--- src/design/arm_pkg.sv ---
// constants, codes and types shared by the address register unit
package arm_pkg;
	// apb register byte offsets
	localparam logic [7:0] OFS_CTRL   = 8'h00;
	localparam logic [7:0] OFS_SERIAL = 8'h04;
	localparam logic [7:0] OFS_STAR   = 8'h08;
	localparam logic [7:0] OFS_VIEW   = 8'h0c;
	localparam logic [7:0] OFS_STATUS = 8'h10;

	// ctrl, serial and status register fields
	localparam int CTRL_SEL_LSB   = 0;
	localparam int CTRL_CYC_LSB   = 3;
	localparam int CTRL_SCAN_LSB  = 5;
	localparam int CTRL_START     = 8;
	localparam int CTRL_EXEC      = 9;
	localparam int CTRL_IFROMSTAR = 10;
	localparam int CTRL_PROGRST   = 11;
	localparam int CTRL_REGRST    = 12;
	localparam int SER_REG_LSB    = 8;
	localparam int STAT_POS_LSB   = 8;
	localparam int STAT_MODE_LSB  = 4;
	localparam int STAT_GATE_LSB  = 1;

	// address geometry: five positions of five latches
	localparam int NPOS    = 5;
	localparam int NBITS   = 5;
	localparam int NREGS   = 7;
	localparam int AWIDTH  = NPOS * NBITS;
	localparam logic [2:0] POS_UNITS = 3'h0;
	localparam logic [2:0] POS_TTH   = 3'h4;

	// working register indices
	localparam logic [2:0] R_I = 3'h0;
	localparam logic [2:0] R_A = 3'h1;
	localparam logic [2:0] R_B = 3'h2;
	localparam logic [2:0] R_C = 3'h3;
	localparam logic [2:0] R_D = 3'h4;
	localparam logic [2:0] R_E = 3'h5;
	localparam logic [2:0] R_F = 3'h6;

	// latch order {8,4,2,1,0}
	localparam int B0 = 0;
	localparam int B1 = 1;
	localparam int B2 = 2;
	localparam int B8 = 4;
	localparam logic [4:0] C_EMPTY = 5'h00;
	localparam logic [4:0] C0 = 5'h14;
	localparam logic [4:0] C1 = 5'h03;
	localparam logic [4:0] C2 = 5'h05;
	localparam logic [4:0] C3 = 5'h06;
	localparam logic [4:0] C4 = 5'h09;
	localparam logic [4:0] C5 = 5'h0a;
	localparam logic [4:0] C6 = 5'h0c;
	localparam logic [4:0] C7 = 5'h11;
	localparam logic [4:0] C8 = 5'h18;
	localparam logic [4:0] C9 = 5'h12;

	// storage cycle timing: six logic gates, two clock pulses each
	localparam int CLK_MHZ        = 50;
	localparam int CYCLE_NS       = 4500;
	localparam int NGATES         = 6;
	localparam int PULSE_NS       = CYCLE_NS / (NGATES * 2);
	localparam int PULSE_CYC_I    = (PULSE_NS * CLK_MHZ) / 1000;
	localparam int PULSE_CYC      = (PULSE_CYC_I < 1) ? 1 : PULSE_CYC_I;
	localparam logic [7:0] PULSE_LAST = 8'(PULSE_CYC - 1);

	typedef enum logic [1:0] {CYC_I, CYC_A, CYC_B} arm_cycle_t;
	typedef enum logic [1:0] {SCAN_NONE, SCAN_FIRST, SCAN_SECOND, SCAN_THIRD} arm_scan_t;
	typedef enum logic [1:0] {MOD_ZERO, MOD_MINUS, MOD_PLUS} arm_mode_t;
	typedef enum logic [2:0] {G_IDLE, G_A, G_B, G_C, G_D, G_E, G_F} arm_gate_t;

	function automatic logic [3:0] dec25(input logic [4:0] c);
		case (c)
			C1: dec25 = 4'h1;
			C2: dec25 = 4'h2;
			C3: dec25 = 4'h3;
			C4: dec25 = 4'h4;
			C5: dec25 = 4'h5;
			C6: dec25 = 4'h6;
			C7: dec25 = 4'h7;
			C8: dec25 = 4'h8;
			C9: dec25 = 4'h9;
			default: dec25 = 4'h0;
		endcase
	endfunction : dec25

	function automatic logic [4:0] enc25(input logic [3:0] d);
		case (d)
			4'h1: enc25 = C1;
			4'h2: enc25 = C2;
			4'h3: enc25 = C3;
			4'h4: enc25 = C4;
			4'h5: enc25 = C5;
			4'h6: enc25 = C6;
			4'h7: enc25 = C7;
			4'h8: enc25 = C8;
			4'h9: enc25 = C9;
			default: enc25 = C0;
		endcase
	endfunction : enc25

	function automatic logic [2:0] cyc_target(input arm_cycle_t t);
		case (t)
			CYC_A: cyc_target = R_A;
			CYC_B: cyc_target = R_B;
			default: cyc_target = R_I;
		endcase
	endfunction : cyc_target
endpackage : arm_pkg

--- src/design/arm_mod_if.sv ---
// carrier between the sequencer and the one-position modifier
`timescale 1ns/100ps
interface arm_mod_if;
	logic                [4:0] digit_in;
	arm_pkg::arm_mode_t        mode_in;
	logic                [4:0] digit_out;
	arm_pkg::arm_mode_t        mode_out;
	modport seq (output digit_in, output mode_in, input digit_out, input mode_out);
	modport mdf (input digit_in, input mode_in, output digit_out, output mode_out);
endinterface : arm_mod_if

--- src/design/arm_digit_mod.sv ---
// one-position address modifier: adds or subtracts one with carry or borrow
`timescale 1ns/100ps
module arm_digit_mod (
	arm_mod_if.mdf m
);
	logic [3:0] d;
	logic       borrow;
	logic       carry;

	always_comb
	begin
		d = arm_pkg::dec25(m.digit_in);
		// borrow and carry are seen on the latch pairs themselves
		borrow = (m.mode_in == arm_pkg::MOD_MINUS) && m.digit_in[arm_pkg::B2]
			&& m.digit_in[arm_pkg::B8];
		carry = (m.mode_in == arm_pkg::MOD_PLUS) && m.digit_in[arm_pkg::B1]
			&& m.digit_in[arm_pkg::B8];
		m.digit_out = m.digit_in;
		m.mode_out = arm_pkg::MOD_ZERO;
		case (m.mode_in)
			arm_pkg::MOD_MINUS:
			begin
				if (borrow)
				begin
					m.digit_out = arm_pkg::C9;
					m.mode_out = arm_pkg::MOD_MINUS;
				end
				else
					m.digit_out = arm_pkg::enc25(4'(d - 4'h1));
			end
			arm_pkg::MOD_PLUS:
			begin
				if (carry)
				begin
					m.digit_out = arm_pkg::C0;
					m.mode_out = arm_pkg::MOD_PLUS;
				end
				else
					m.digit_out = arm_pkg::enc25(4'(d + 4'h1));
			end
			default:
			begin
				m.digit_out = m.digit_in;
				m.mode_out = arm_pkg::MOD_ZERO;
			end
		endcase
	end
endmodule : arm_digit_mod

--- src/design/arm_unit.sv ---
// address register unit: working registers, storage address register, modifier sequencer
`timescale 1ns/100ps
// What this block does
// - each position holds one 2-of-5 digit
// - instruction fields load A and B registers
// - C copies A, D copies B
// - E and F hold overlap character addresses
// - register reset clears latches before load
// - latch sets on channel, position, register coincidence
// - serial load starts at ten-thousands position
// - instruction register loads parallel from storage address
// - readout gates all five positions onto bus
// - storage address loads from bus each cycle
// - only program reset or presetn clears storage address
// - storage address latches follow bus bits
// - forward scan subtracts one, reverse adds one
// - borrow from zero, carry from nine
// - modification completes within one storage cycle
// - A loads storage address gate A, resets gate B
// - units written gate B, tens gate C, onward
// - scan latches select direction or no change
// - first scan presets minus one before units
// - borrow keeps minus-one latch set
// - after units, modify by zero unless borrow/carry
// - cycle type picks target, reset, five positions
module arm_unit (
	input  wire logic        pclk,
	input  wire logic        presetn,
	input  wire logic        psel,
	input  wire logic        penable,
	input  wire logic        pwrite,
	input  wire logic [7:0]  paddr,
	input  wire logic [31:0] pwdata,
	output logic      [31:0] prdata,
	output logic             pready,
	output logic             pslverr,
	output logic      [24:0] storage_addr,
	output logic             cycle_busy
);
	localparam int AW = arm_pkg::AWIDTH;

	logic [AW-1:0]            regs_ff [arm_pkg::NREGS];
	logic [AW-1:0]            star_ff;
	logic [AW-1:0]            addr_bus;
	logic [2:0]               sel_ff;
	arm_pkg::arm_cycle_t      cyc_ff;
	arm_pkg::arm_scan_t       scan_ff;
	logic [2:0]               ser_pos_ff;
	arm_pkg::arm_gate_t       gate_ff;
	logic                     phase_ff;
	logic [7:0]               div_ff;
	logic [2:0]               mpos_ff;
	arm_pkg::arm_mode_t       mode_ff;
	logic [31:0]              prdata_ff;
	logic                     pslverr_ff;
	logic                     wr;
	logic                     rd;
	logic                     tick;
	logic                     p1;
	logic                     p2;
	logic [2:0]               tgt;
	logic [2:0]               ser_reg;
	logic [4:0]               ser_bits;
	logic                     ser_wr;
	logic                     ctrl_wr;
	logic                     start;
	logic                     mapped;
	logic [31:0]              rd_val;
	arm_pkg::arm_mode_t       preset_mode;
	arm_mod_if                mif ();

	function automatic logic [4:0] pos_get(input logic [AW-1:0] r, input logic [2:0] p);
		pos_get = r[p*arm_pkg::NBITS +: arm_pkg::NBITS];
	endfunction : pos_get

	arm_digit_mod u_mod (
		.m (mif.mdf)
	);

	// apb decode; no wait states
	assign wr      = psel && penable && pwrite;
	assign rd      = psel && penable && !pwrite;
	assign pready  = 1'b1;
	assign prdata  = prdata_ff;
	assign pslverr = pslverr_ff;
	assign ctrl_wr = wr && (paddr == arm_pkg::OFS_CTRL);
	assign ser_wr  = wr && (paddr == arm_pkg::OFS_SERIAL) && (ser_reg < 3'(arm_pkg::NREGS));
	assign ser_reg = pwdata[arm_pkg::SER_REG_LSB +: 3];
	assign ser_bits = pwdata[arm_pkg::NBITS-1:0];
	// a new cycle is refused while one is running
	assign start   = ctrl_wr && pwdata[arm_pkg::CTRL_START] && (gate_ff == arm_pkg::G_IDLE);
	assign tgt     = arm_pkg::cyc_target(cyc_ff);
	assign storage_addr = star_ff;
	assign cycle_busy   = (gate_ff != arm_pkg::G_IDLE);

	// selected register gated in parallel onto the address bus
	always_comb
	begin
		addr_bus = '0;
		if (sel_ff < 3'(arm_pkg::NREGS))
			addr_bus = regs_ff[sel_ff];
	end

	// scan latches choose the starting modifier control
	always_comb
	begin
		case (scan_ff)
			arm_pkg::SCAN_FIRST:  preset_mode = arm_pkg::MOD_MINUS;
			arm_pkg::SCAN_THIRD:  preset_mode = arm_pkg::MOD_MINUS;
			arm_pkg::SCAN_SECOND: preset_mode = arm_pkg::MOD_PLUS;
			default:              preset_mode = arm_pkg::MOD_ZERO;
		endcase
	end

	// modifier is fed from the storage address, one position at a time
	assign mif.digit_in = pos_get(star_ff, mpos_ff);
	assign mif.mode_in  = mode_ff;

	// logic clock pulse divider: two pulses per gate
	assign tick = cycle_busy && (div_ff == arm_pkg::PULSE_LAST);
	assign p1   = tick && !phase_ff;
	assign p2   = tick && phase_ff;

	always_ff @(posedge pclk or negedge presetn)
	begin
		if (!presetn)
			div_ff <= 8'h00;
		else if (start || tick)
			div_ff <= 8'h00;
		else if (cycle_busy)
			div_ff <= 8'(div_ff + 8'h01);
	end

	// gate sequencer: A..F then idle, one storage cycle in all
	always_ff @(posedge pclk or negedge presetn)
	begin
		if (!presetn)
		begin
			gate_ff  <= arm_pkg::G_IDLE;
			phase_ff <= 1'b0;
		end
		else if (start)
		begin
			gate_ff  <= arm_pkg::G_A;
			phase_ff <= 1'b0;
		end
		else if (p1)
			phase_ff <= 1'b1;
		else if (p2)
		begin
			phase_ff <= 1'b0;
			case (gate_ff)
				arm_pkg::G_A: gate_ff <= arm_pkg::G_B;
				arm_pkg::G_B: gate_ff <= arm_pkg::G_C;
				arm_pkg::G_C: gate_ff <= arm_pkg::G_D;
				arm_pkg::G_D: gate_ff <= arm_pkg::G_E;
				arm_pkg::G_E: gate_ff <= arm_pkg::G_F;
				default:      gate_ff <= arm_pkg::G_IDLE;
			endcase
		end
	end

	// modifier controls and position walked
	always_ff @(posedge pclk or negedge presetn)
	begin
		if (!presetn)
		begin
			mode_ff <= arm_pkg::MOD_ZERO;
			mpos_ff <= arm_pkg::POS_UNITS;
		end
		else if (p1 && gate_ff == arm_pkg::G_B)
		begin
			mode_ff <= preset_mode;
			mpos_ff <= arm_pkg::POS_UNITS;
		end
		else if (p2 && gate_ff != arm_pkg::G_A && gate_ff != arm_pkg::G_IDLE)
		begin
			mode_ff <= mif.mode_out;
			if (mpos_ff != arm_pkg::POS_TTH)
				mpos_ff <= 3'(mpos_ff + 3'h1);
		end
	end

	// control fields written by software
	always_ff @(posedge pclk or negedge presetn)
	begin
		if (!presetn)
		begin
			sel_ff  <= arm_pkg::R_I;
			cyc_ff  <= arm_pkg::CYC_I;
			scan_ff <= arm_pkg::SCAN_NONE;
		end
		else if (ctrl_wr && !cycle_busy)
		begin
			sel_ff  <= pwdata[arm_pkg::CTRL_SEL_LSB +: 3];
			cyc_ff  <= (pwdata[arm_pkg::CTRL_CYC_LSB +: 2] == 2'h3) ? arm_pkg::CYC_I
				: arm_pkg::arm_cycle_t'(pwdata[arm_pkg::CTRL_CYC_LSB +: 2]);
			scan_ff <= arm_pkg::arm_scan_t'(pwdata[arm_pkg::CTRL_SCAN_LSB +: 2]);
		end
	end

	// storage address register: no per-cycle reset, loads whole from the bus
	always_ff @(posedge pclk or negedge presetn)
	begin
		if (!presetn)
			star_ff <= '0;
		else if (ctrl_wr && pwdata[arm_pkg::CTRL_PROGRST] && !cycle_busy)
			star_ff <= '0;
		else if (p2 && gate_ff == arm_pkg::G_A)
			star_ff <= addr_bus;
	end

	// serial channel position pointer, restarts at ten-thousands on reset
	always_ff @(posedge pclk or negedge presetn)
	begin
		if (!presetn)
			ser_pos_ff <= arm_pkg::POS_TTH;
		else if (ctrl_wr && pwdata[arm_pkg::CTRL_REGRST] && !cycle_busy)
			ser_pos_ff <= arm_pkg::POS_TTH;
		else if (ser_wr && !cycle_busy)
			ser_pos_ff <= (ser_pos_ff == arm_pkg::POS_UNITS) ? arm_pkg::POS_TTH
				: 3'(ser_pos_ff - 3'h1);
	end

	// working registers: A,B loaded from instruction fields; C,D,E,F from channel too
	always_ff @(posedge pclk or negedge presetn)
	begin
		if (!presetn)
		begin
			for (int r = 0; r < arm_pkg::NREGS; r++)
				regs_ff[r] <= '0;
		end
		else if (cycle_busy)
		begin
			if (p1 && gate_ff == arm_pkg::G_B)
				regs_ff[tgt] <= '0;
			else if (p2 && gate_ff != arm_pkg::G_A)
				regs_ff[tgt][mpos_ff*arm_pkg::NBITS +: arm_pkg::NBITS]
					<= mif.digit_out;
		end
		else if (ctrl_wr && pwdata[arm_pkg::CTRL_REGRST])
			regs_ff[pwdata[arm_pkg::CTRL_SEL_LSB +: 3]] <= '0;
		else if (ctrl_wr && pwdata[arm_pkg::CTRL_EXEC])
		begin
			regs_ff[arm_pkg::R_C] <= regs_ff[arm_pkg::R_A];
			regs_ff[arm_pkg::R_D] <= regs_ff[arm_pkg::R_B];
		end
		else if (ctrl_wr && pwdata[arm_pkg::CTRL_IFROMSTAR])
			regs_ff[arm_pkg::R_I] <= star_ff;
		else if (ser_wr)
		begin
			// latch sets only where channel bit, position line and register line meet
			for (int b = 0; b < arm_pkg::NBITS; b++)
				if (ser_bits[b])
					regs_ff[ser_reg][ser_pos_ff*arm_pkg::NBITS + b] <= 1'b1;
		end
	end

	// read mux
	always_comb
	begin
		mapped = 1'b1;
		rd_val = '0;
		if (paddr == arm_pkg::OFS_CTRL)
			rd_val = {25'h0, scan_ff, cyc_ff, sel_ff};
		else if (paddr == arm_pkg::OFS_SERIAL)
			rd_val = {29'h0, ser_pos_ff};
		else if (paddr == arm_pkg::OFS_STAR)
			rd_val = {7'h0, star_ff};
		else if (paddr == arm_pkg::OFS_VIEW)
			rd_val = {7'h0, addr_bus};
		else if (paddr == arm_pkg::OFS_STATUS)
			rd_val = {21'h0, mpos_ff, 2'h0, mode_ff, gate_ff, cycle_busy};
		else
			mapped = 1'b0;
	end

	// data and error outputs come from flip-flops, valid in the access phase
	always_ff @(posedge pclk or negedge presetn)
	begin
		if (!presetn)
		begin
			prdata_ff  <= 32'h0000_0000;
			pslverr_ff <= 1'b0;
		end
		else if (psel && !penable)
		begin
			prdata_ff  <= pwrite ? 32'h0000_0000 : rd_val;
			pslverr_ff <= !mapped;
		end
		else if (!psel)
			pslverr_ff <= 1'b0;
	end
endmodule : arm_unit

--- config.mk ---
export PLATFORM = sky130hd
export DESIGN_NAME = arm_unit
export DESIGN_NICKNAME = d
export VERILOG_FILES = /design/src/design/arm_pkg.sv /design/src/design/arm_mod_if.sv /design/src/design/arm_digit_mod.sv /design/src/design/arm_unit.sv
export SDC_FILE = /design/constraint.sdc
export NUM_CORES = 1
export LEC_CHECK = 0
export BUFFER_PORTS_ARGS = -buffer_cell sky130_fd_sc_hd__buf_2
export CAP_MARGIN = 0
export CORE_ASPECT_RATIO = 1.2
export CORE_UTILIZATION = 35
export CTS_BUF_LIST = sky130_fd_sc_hd__clkbuf_8
export CTS_CLUSTER_SIZE = 25
export DETAILED_ROUTE_END_ITERATION = 7
export PLACE_DENSITY = 0.6
export SLEW_MARGIN = 15
export SYNTH_ARGS = -nofsm -noshare
export SYNTH_HDL_FRONTEND = slang
export SYNTH_HIERARCHICAL = 1
export SYNTH_SLANG_ARGS = --single-unit
--- constraint.sdc ---
create_clock -name pclk -period 6.5 [get_ports pclk]
set_input_delay 0.65 -clock pclk [delete_from_list [all_inputs] [get_ports pclk]]
set_output_delay 0.65 -clock pclk [all_outputs]
set_load 0.05 [all_outputs]
Word level (Yosys, flattened, before mapping). Memories as Yosys holds them, arrays and structs flattened. Cells that the tools add are included. Widths: inputs -> output; s select.

Memories kept: 3. Bits in read-only memories: 288. Logic and storage cells: 262. Register bits: 260.

Order comparisons: 19. Bitwise logic cells: 13. Muxes and demuxes: 107. Eq/ne operators: 26. Reductions and logical operators: 60. Shifts and indexed selects: 3. Multipliers: 2. Add/sub/neg operators: 10.

Memory list: (no name shown) (words 32, bits a word 4, rd ports 1, clocked after memory_dff 0, write ports 0, line arm_pkg.sv:73) `case (c)`; (no name shown) (words 16, bits a word 5, rd ports 1, clocked after memory_dff 0, write ports 0, line arm_pkg.sv:88) `case (d)`; (no name shown) (words 16, bits a word 5, rd ports 1, clocked after memory_dff 0, write ports 0, line arm_pkg.sv:88).

Operators with widths (count): $mux 175 (30); $or 175x175->175 (5); $demux 25 s3 (8); $mux 25 (18); $and 175x175->175 (2); $not 175->175 (2); $bwmux 175 (1); $mux 150 (1); $mux 50 (2); $bmux 25 s3 (1); $mux 75 (1); $logic_and 1x1->1 (35); $neg 6->34 (1); $shift 5x34->25 const A (1); $shiftx 5x34->25 (1); $mux 32 (1); $ge 7x1->1 const B (4); $lt 7x6->1 const B (4); $mux 3 (9); $demux 1 s5 (5); $shiftx 25x7->5 (1); $eq 8x4->1 const B (2); $eq 8x5->1 const B (2); $ge 4x4->1 const B (4); other kinds (44) (99).

Longest topological paths before layout. Gate-level depths: netlist of run 1.

Depth after elaboration: 42. Gate-level depth with buffers: 26. Depth with buffers taken out: 24.

Cells and area by module. Netlist of run 1, hierarchy kept.

Modules (own cells, without submodules): arm_unit (area an instance 17374.2 µm², instances 1, seq. area each 6332.3 µm², cells an instance 2128); arm_digit_mod (area an instance 919.6 µm², instances 1, seq. area each 0.0 µm², cells an instance 126).

Worst setup path after synthesis of run 1. Ideal clock, no wire load.

Path kind: flip-flop to flip-flop. Start point: reg mpos_ff[0]. End point: reg regs_ff[80] (netlist bit). Buffers on the path: 4. Setup time: 0.063 ns. Slack: 1.194 ns. Cell stages (with the launch flop): 22. Data arrival time: 5.244 ns. Data required time: 6.437 ns. Period minus slack after synthesis: 5.306 ns. Cell sequence: dfrtp_1 clkbuf_1 clkbuf_1 buf_1 mux2i_1 a21oi_1 inv_1 ha_1 or4bb_1 nand3_1 inv_1 ha_1 inv_1 ha_1 o21ai_0 or4b_1 o211ai_2 clkbuf_1 nand2_1 or4_1 o21ai_0 a21bo_2.

Cells in the longest elaborated chain, start to end: 12. Elaborated cells between the ends (all ways): 23. Classes of those cells: 3 x add/sub; 1 x mul; 3 x shift; 9 x mux; 4 x reduce/logical; 3 x memory.

Ends and longest elaborated chain: start: declaration (line arm_unit.sv:52) `logic [2:0] mpos_ff;`; start signal: assignment (line arm_unit.sv:169) `mpos_ff <= arm_pkg::POS_UNITS;`; start signal: assignment (line arm_unit.sv:174) `mpos_ff <= arm_pkg::POS_UNITS;`; start signal: assignment (line arm_unit.sv:180) `mpos_ff <= 3'(mpos_ff + 3'h1);`; $mul 3x3->6 (*) (line arm_unit.sv:73) `pos_get = r[p*arm_pkg::NBITS +: arm_pkg::NBITS];`; $shiftx 25x7->5 (*) (line arm_unit.sv:73); named net mif.digit_in[1] (line arm_mod_if.sv:4) `logic [4:0] digit_in;`; $mem_v2 32x4; $add 4x1->4 / $sub 4x1->4 (equally long branches) (line arm_digit_mod.sv:39, arm_digit_mod.sv:29); $mem_v2 16x5; $mux 5 (on tied branches) (line arm_digit_mod.sv:33, arm_digit_mod.sv:23); $pmux 5 s2 (*) (line arm_digit_mod.sv:20) `case (m.mode_in)`; named net mif.digit_out[0] (line arm_mod_if.sv:6) `logic [4:0] digit_out;`; $shiftx 5x34->25 (*) (line arm_unit.sv:238) `regs_ff[tgt][mpos_ff*arm_pkg::NBITS +: arm_pkg::NBITS]`; $bwmux 175 (*) (line arm_unit.sv:238); $mux 175 (*) (line arm_unit.sv:237) `else if (p2 && gate_ff != arm_pkg::G_A)`; $mux 175 (*) (line arm_unit.sv:235) `if (p1 && gate_ff == arm_pkg::G_B)`; $mux 175 (*) (line arm_unit.sv:233) `else if (cycle_busy)`; end signal: indexed assignment (line arm_unit.sv:245) `regs_ff[arm_pkg::R_C] <= regs_ff[arm_pkg::R_A];`; end signal: indexed assignment (line arm_unit.sv:246) `regs_ff[arm_pkg::R_D] <= regs_ff[arm_pkg::R_B];`; end signal: indexed assignment (line arm_unit.sv:249) `regs_ff[arm_pkg::R_I] <= star_ff;`; end: declaration (line arm_unit.sv:42) `logic [AW-1:0] regs_ff [arm_pkg::NREGS];`.

The timed path passes the listed nets; every way through them passes the cells marked *. The select of a mux whose other input is x is not followed. A chain may end at the register's enable or synchronous reset.

Worst setup path after layout of run 1.
Start point: reg mpos_ff[0]. End point: reg regs_ff[116] (netlist bit).

Cells in the longest elaborated chain, start to end: 12. Elaborated cells between the ends (all ways): 23. Classes of those cells: 3 x add/sub; 1 x mul; 3 x shift; 9 x mux; 4 x reduce/logical; 3 x memory.

Ends and longest elaborated chain (line): $mul 3x3->6 (*) (arm_unit.sv:73); $shiftx 25x7->5 (*) (arm_unit.sv:73); named net mif.digit_in[0] (arm_mod_if.sv:4); $mem_v2 32x4 (*); $add 4x1->4 / $sub 4x1->4 (equally long branches) (arm_digit_mod.sv:39, arm_digit_mod.sv:29); $mem_v2 16x5; $mux 5 (on tied branches) (arm_digit_mod.sv:33, arm_digit_mod.sv:23); $pmux 5 s2 (*) (arm_digit_mod.sv:20); named net mif.digit_out[1] (arm_mod_if.sv:6); $shiftx 5x34->25 (*) (arm_unit.sv:238); $bwmux 175 (*) (arm_unit.sv:238); $mux 175 (*) (arm_unit.sv:237); $mux 175 (*) (arm_unit.sv:235); $mux 175 (*) (arm_unit.sv:233).

Marked as above.

==> results of run 1 <==
==> power by group through the flow <==
stage	registers (mW)	logic, mW	clock network (mW)
6_report	1.74	1.92	1.74
5_1_grt	1.74	1.99	1.82
4_1_cts	1.73	1.84	1.76
3_5_place_dp	1.76	1.83	0
3_3_place_gp	1.76	1.84	0
2_1_floorplan	1.73	1.06	0
==> critical path, stage by stage, from the launching register on <==
cell and delay [ns]:
dfrtp_1 0.45, buf_4 0.37, mux2i_1 0.12, nor2_1 0.10
a21oi_1 0.06, a21oi_1 0.28, inv_1 0.11, ha_1 0.39
nand2_1 0.13, a211o_1 0.26, nand2_2 0.15, inv_1 0.26
ha_1 0.25, inv_1 0.05, ha_1 0.37, xnor2_1 0.17
o21ai_1 0.11, a221oi_1 0.05, or4b_1 0.88, and2_1 0.50
a21oi_1 0.28, nor3_1 0.07, nor3_1 0.17, a211oi_1 0.07
==> cell usage after synthesis (all sizes together) (31+ instances only) <==
cell    count
nor3       67
a21oi     173
buf        52
nand2     353
a22oi      34
o21ai     254
nor2      166
nand3      63
clkbuf    108
inv        35
o211ai     53
mux2i      42
a211oi     34
a22o       31
dfrtp     252
==> layout make-up <==
cell class / instances / area, um^2
flip-flops and latches: 253 / 6340
inverters: 36 / 135
clock buffers: 60 / 826
well taps: 697 / 872
multi-input cells: 1811 / 11200
diodes: 1 / 2.50
fillers: 5354 / 30900
repair buffers: 153 / 981
clock inverters: 23 / 203
==> cells by family after synthesis <==
family	after synthesis	synth area share, %
AND/OR/NAND/NOR	843	21.8
AO/OA/AOI/OAI	815	28.8
flip-flops	253	34.6
buffers and inverters	196	4.51
multiplexers	81	6.36
XOR/XNOR	34	1.79
adder cells (fa/ha/maj)	30	2.04
other	2	0.0411
==> layer usage <==
metal  track usage (%)  up-vias  part of all wire (%)
met2              58.5     1405                    44
met4              26.1        0                   7.7
met5                 0        -                     0
met3              8.81      310                    10
li1                  -     8464                     -
met1              47.5    10100                    38
==> stage by stage <==
stage	utilization (%)	power, mW
after floorplan	-	2.80
after global placement	38.0	3.59
after detailed placement	38.0	3.59
after CTS	40.0	5.33
after global routing	40.0	5.56
final	40.0	5.41
==> final timing paths <==
kind,depth (start not counted),start,endpoint,slack (ns)
max reg2reg,23,mpos_ff[0]$_DFFE_PN0P_,regs_ff[116]$_DFFE_PN0P_,0.71
min in group pclk,3,pwdata[5],scan_ff[0]$_DFFE_PN0P_,0.27
max in group asynchronous,2,presetn,sel_ff[0]$_DFFE_PN0P_,4.89
min,1,presetn,storage_addr[16]$_DFFE_PN0P_,0.09
min reg2reg,2,regs_ff[64]$_DFFE_PN0P_,regs_ff[64]$_DFFE_PN0P_,0.47
max,23,mpos_ff[0]$_DFFE_PN0P_,regs_ff[116]$_DFFE_PN0P_,0.71
==> registers in the layout (all words and copies together), names as in the netlist <==
register / cells
regs_ff: 175
prdata: 25
storage_addr: 25
div_ff: 8
gate_ff: 3
mpos_ff: 3
sel_ff: 3
ser_pos_ff: 3
cyc_ff: 2
mif.mode_in: 2
scan_ff: 2
phase_ff: 1
pslverr: 1
==> impl_metrics.env, run 1 <==
export IMPL_ys_warn_count=6
export IMPL_power_per_cell_area_mw_per_mm2=263
export IMPL_numClockSinks=253
export IMPL_nets=2374
export IMPL_cts_tree="built"
export IMPL_comb_power_share_pct=35.6
export IMPL_io_buffers=76
export IMPL_place_gp_congestion=1.02
export IMPL_peakVddDrop_v=0.000129
export IMPL_viasPerCell=6.67
export IMPL_core_area_mm2=0.0515
export IMPL_post_cts_buffers=0
export IMPL_clock_latency_ns=0.66
export IMPL_die_area_mm2=0.0532
export IMPL_status="completed"
export IMPL_cp_max_fo=20
export IMPL_post_place_cells=2950
export IMPL_setup_slack_ns=0.712
export IMPL_final_layout_size_suffix_gt1_share_pct=13.7
export IMPL_p_seq_share_pct=32.2
export IMPL_report_final_slew_viol_count=0
export IMPL_grt_setup_unrepaired="false"
export IMPL_grt_max_degree=133
export IMPL_setup_tns_ns=0
export IMPL_gr_usage_all_layers_pct=38.1
export IMPL_grt_ovfl_total=0
export IMPL_clkPwrFrac_pct=32.3
export IMPL_period_minus_slack_ns=5.79
export IMPL_cts_resized_gates=0
export IMPL_wl_mm=102
export IMPL_synth_cell_type_count=100
export IMPL_period_share_pct=89.0
export IMPL_final_antenna_net_count=0
export IMPL_cts_root_buf="clkbuf_8"
export IMPL_seq_area_frac_synth_pct=34.6
export IMPL_drc=0
export IMPL_io_pins=105
export IMPL_drt_pass1_iter_count=6
export IMPL_crit_type="register to register"
export IMPL_async_reset_ff_share_pct=100
export IMPL_finalSetupViolations=0
export IMPL_rows=91
export IMPL_ys_flop_type="dfrtp_1"
export IMPL_ys_ff_latch=253
export IMPL_syn_instance_count=2254
export IMPL_fin_area_mm2=0.0206
export IMPL_clk_pin_slew_worst_paths_ns=0.07
export IMPL_worst_slew_margin_rel_pct=15.4
export IMPL_intPower_mw=3.14
export IMPL_synth_edf_count=0
export IMPL_h_tree_depth=2
export IMPL_synth_area_mm2=0.0183
export IMPL_clockBufferDepth=3
export IMPL_p_leak_nw=8.38
export IMPL_p_sw_share_pct=41.9
export IMPL_die_height_um=252
export IMPL_start_util_pct=35.5
export IMPL_grt_pass1_wl_mm=145
export IMPL_place_ws_ns=0.837
export IMPL_fin_cells=3034
export IMPL_cts_buffers=45
export IMPL_cp_end_kind="register"
export IMPL_cp_start_kind="register"
export IMPL_p_switching_mw=2.27
export IMPL_hold_viol=0
export IMPL_tightest_slew_ns=1.26
export IMPL_whs_ns=0.0936
export IMPL_layout_common_cells="nand2_1 (352), dfrtp_1 (250), o21ai_0 (241), a21oi_1 (170), nor2_1 (164)"
export IMPL_ctsHoldBuffers=0
export IMPL_worstPathRequired_ns=7.04
export IMPL_hp_class="input pin to async pin"
export IMPL_fmaxAchievable_mhz=173
export IMPL_die_w_um=211
export IMPL_wl_per_cell_um=33.7
export IMPL_drt_iter0_markers=2718
export IMPL_via_count=20300
export IMPL_placed_area_mm2=0.0195
export IMPL_finClkSkew_ns=0.0369
export IMPL_layout_commonest_cell="nand2_1"
export IMPL_yosys_area_top_type="dfrtp_1"
export IMPL_area_delta_synth_final_pct=12.5
export IMPL_antenna_found_initial=1
export IMPL_maxCapViolCount=0
export IMPL_dpl_hpwl_mm=76.0
export IMPL_syn_area_per_cell_um2=8.12
export IMPL_grt_pass1_vias=19300
export IMPL_synth_top_area_share_pct=34.5
export IMPL_yosys_top_cells_area="dfrtp_1 (34%), nand2_1 (7.2%), o21ai_0 (6.6%), a21oi_1 (4.7%), nor2_1 (3.4%)"
export IMPL_cp_arrival_ns=6.33
(Power assumes the default switching activity.)
==> run 2, diff against run 1 <==
Settings changed: CTS_CLUSTER_SIZE 25 to 28, RECOVER_POWER set to 50.
==> run 2 against run 1 <==
The run now ends with DRC, capacitance limit, slew limit left; via count decreased by 0.21%; die area unchanged; sequential share of layout area increased by 0.064 points; total power about the same; core utilization decreased by 0.083 points; sequential power about the same; cell count unchanged; count of clock-buffer cells in the layout unchanged; worst hold slack improved by 0.19 ns; register-to-register slack improved by 0.03 ns; clock skew increased by 0.0023 ns; clock power about the same; critical endpoint unchanged; largest cell class unchanged.
==> impl_metrics.env, run 2 (same netlist as run 1, synthesis figures left out) <==
export IMPL_status="finished with violations"
export IMPL_failed_checks="DRC, capacitance limit, slew limit"
export IMPL_worstHoldPathCells=3
export IMPL_place_gp_congestion=1.02
export IMPL_worstPathRequired_ns=7.04
export IMPL_setup_slack_ns=0.740
export IMPL_cts_buffers=45
export IMPL_worst_slew_margin_rel_pct=-122
export IMPL_numClockSinks=253
export IMPL_die_area_mm2=0.0532
export IMPL_largest_reg_flops=175
export IMPL_drc=1
export IMPL_wl_mm=102
export IMPL_register_area_mm2=0.00634
export IMPL_hp_class="input pin to register"
export IMPL_die_height_um=252
export IMPL_area_delta_synth_final_pct=12.2
export IMPL_clockBufferDepth=3
export IMPL_whs_ns=0.279
export IMPL_drt_pass1_iter_count=8
export IMPL_post_cts_buffers=0
export IMPL_fin_cells=3034
export IMPL_cts_resized_gates=0
export IMPL_rows=91
export IMPL_place_ws_ns=0.837
export IMPL_clk_pin_slew_worst_paths_ns=0.07
export IMPL_final_layout_size_suffix_gt1_share_pct=12.5
export IMPL_ff2ff_path_depth=21
export IMPL_io_buffers=76
export IMPL_start_util_pct=35.5
export IMPL_multi_input_area_mm2=0.0112
export IMPL_p_leak_nw=8.27
export IMPL_power_per_cell_area_mw_per_mm2=263
export IMPL_grt_setup_unrepaired="false"
export IMPL_wl_per_cell_um=33.6
export IMPL_nets=2374
export IMPL_clock_latency_ns=0.66
export IMPL_finClkSkew_ns=0.0393
export IMPL_cp_start_kind="register"
export IMPL_cts_root_buf="clkbuf_8"
export IMPL_power_total_mw=5.41
export IMPL_grt_pass1_vias=19300
export IMPL_grt_pass1_wl_mm=145
export IMPL_post_place_cells=2950
export IMPL_report_final_slew_viol_count=122
export IMPL_largest_register="regs_ff"
export IMPL_via_count=20200
export IMPL_viasPerCell=6.66
export IMPL_layout_commonest_cell="nand2_1"
export IMPL_cp_end_kind="register"
export IMPL_fin_area_mm2=0.0205
export IMPL_ctsHoldBuffers=0
export IMPL_core_area_mm2=0.0515
export IMPL_hold_viol=0
export IMPL_finish_utilization_pct=39.9
export IMPL_placed_area_mm2=0.0195
export IMPL_finalSetupViolations=0
export IMPL_gr_usage_all_layers_pct=38.1
export IMPL_grt_max_degree=133
export IMPL_drt_iter0_markers=2815
export IMPL_peakVddDrop_v=0.000128
export IMPL_antenna_found_initial=1
export IMPL_period_minus_slack_ns=5.76
export IMPL_layout_common_cells="nand2_1 (352), dfrtp_1 (250), o21ai_0 (241), a21oi_1 (170), nor2_1 (164)"
export IMPL_tightest_slew_ns=3.33
export IMPL_fmaxAchievable_mhz=174
export IMPL_period_share_pct=88.6
export IMPL_cts_tree="built"
export IMPL_cp_max_fo=20
export IMPL_grt_ovfl_total=0
export IMPL_maxCapViolCount=1
export IMPL_final_antenna_net_count=0
export IMPL_die_w_um=211
export IMPL_nFillCells=5374
export IMPL_crit_type="register to register"
export IMPL_cp_arrival_ns=6.30
export IMPL_dpl_hpwl_mm=76.0
export IMPL_io_pins=105
export IMPL_h_tree_depth=2
export IMPL_setup_tns_ns=0
[run 2: cell count changes in the layout (fill, tap and decap cells not counted)]
cell / delta
buf_2: -26
clkbuf_2: +1
clkbuf_1: +26
buf_8: -1
[run 2: area by class of cell]
| class | instances | share of cell area (%) |
|---|---|---|
| multi-input cells | 1811 | 54.6 |
| flip-flops and latches | 253 | 30.9 |
| repair buffers | 153 | 4.57 |
| well taps | 697 | 4.25 |
| clock buffers | 60 | 4.02 |
| clock inverters | 23 | 0.987 |
| inverters | 36 | 0.658 |
| diodes | 1 | 0.0122 |
[run 2: routing by layer]
| metal | vias up | share of wire (%) | GRT usage [%] |
|---|---|---|---|
| met2 | 1404 | 44 | 58.5 |
| li1 | 8463 | - | - |
| met1 | 10000 | 38 | 47.5 |
| met4 | 0 | 7.8 | 26.1 |
| met5 | - | 0 | 0 |
| met3 | 331 | 10 | 8.81 |
[run 2: critical path: stages, from the launching register on]
cell,delay (ns)
dfrtp_1,0.44
buf_4,0.36
mux2i_1,0.12
a21oi_1,0.42
inv_1,0.12
ha_1,0.40
nand2_1,0.12
a211o_1,0.37
nand2_2,0.17
inv_1,0.18
ha_1,0.27
inv_1,0.06
ha_1,0.30
xnor2_1,0.17
o21ai_1,0.12
a221oi_1,0.05
or4b_1,0.88
and2_1,0.50
a21oi_1,0.28
nor3_1,0.07
nor3_1,0.16
a211oi_1,0.07
[run 2: report_power, final]
| group | switching (mW) | leakage (nW) | internal [mW] |
|---|---|---|---|
| sequential | 0.0912 | 3.41 | 1.65 |
| combinational | 1.38 | 4.30 | 0.538 |
| clock | 0.794 | 0.567 | 0.954 |
[run 2: worst paths after layout]
path / startpoint / to / slack, ns
worst max-delay path: mpos_ff[0]$_DFFE_PN0P_ / regs_ff[116]$_DFFE_PN0P_ / 0.74
worst min-delay path: pwdata[5] / scan_ff[0]$_DFFE_PN0P_ / 0.28
worst max register to register: mpos_ff[0]$_DFFE_PN0P_ / regs_ff[116]$_DFFE_PN0P_ / 0.74
worst min register to register: regs_ff[64]$_DFFE_PN0P_ / regs_ff[64]$_DFFE_PN0P_ / 0.47
max in group asynchronous: presetn / sel_ff[0]$_DFFE_PN0P_ / 3.37
min in group asynchronous: presetn / storage_addr[16]$_DFFE_PN0P_ / 1.11
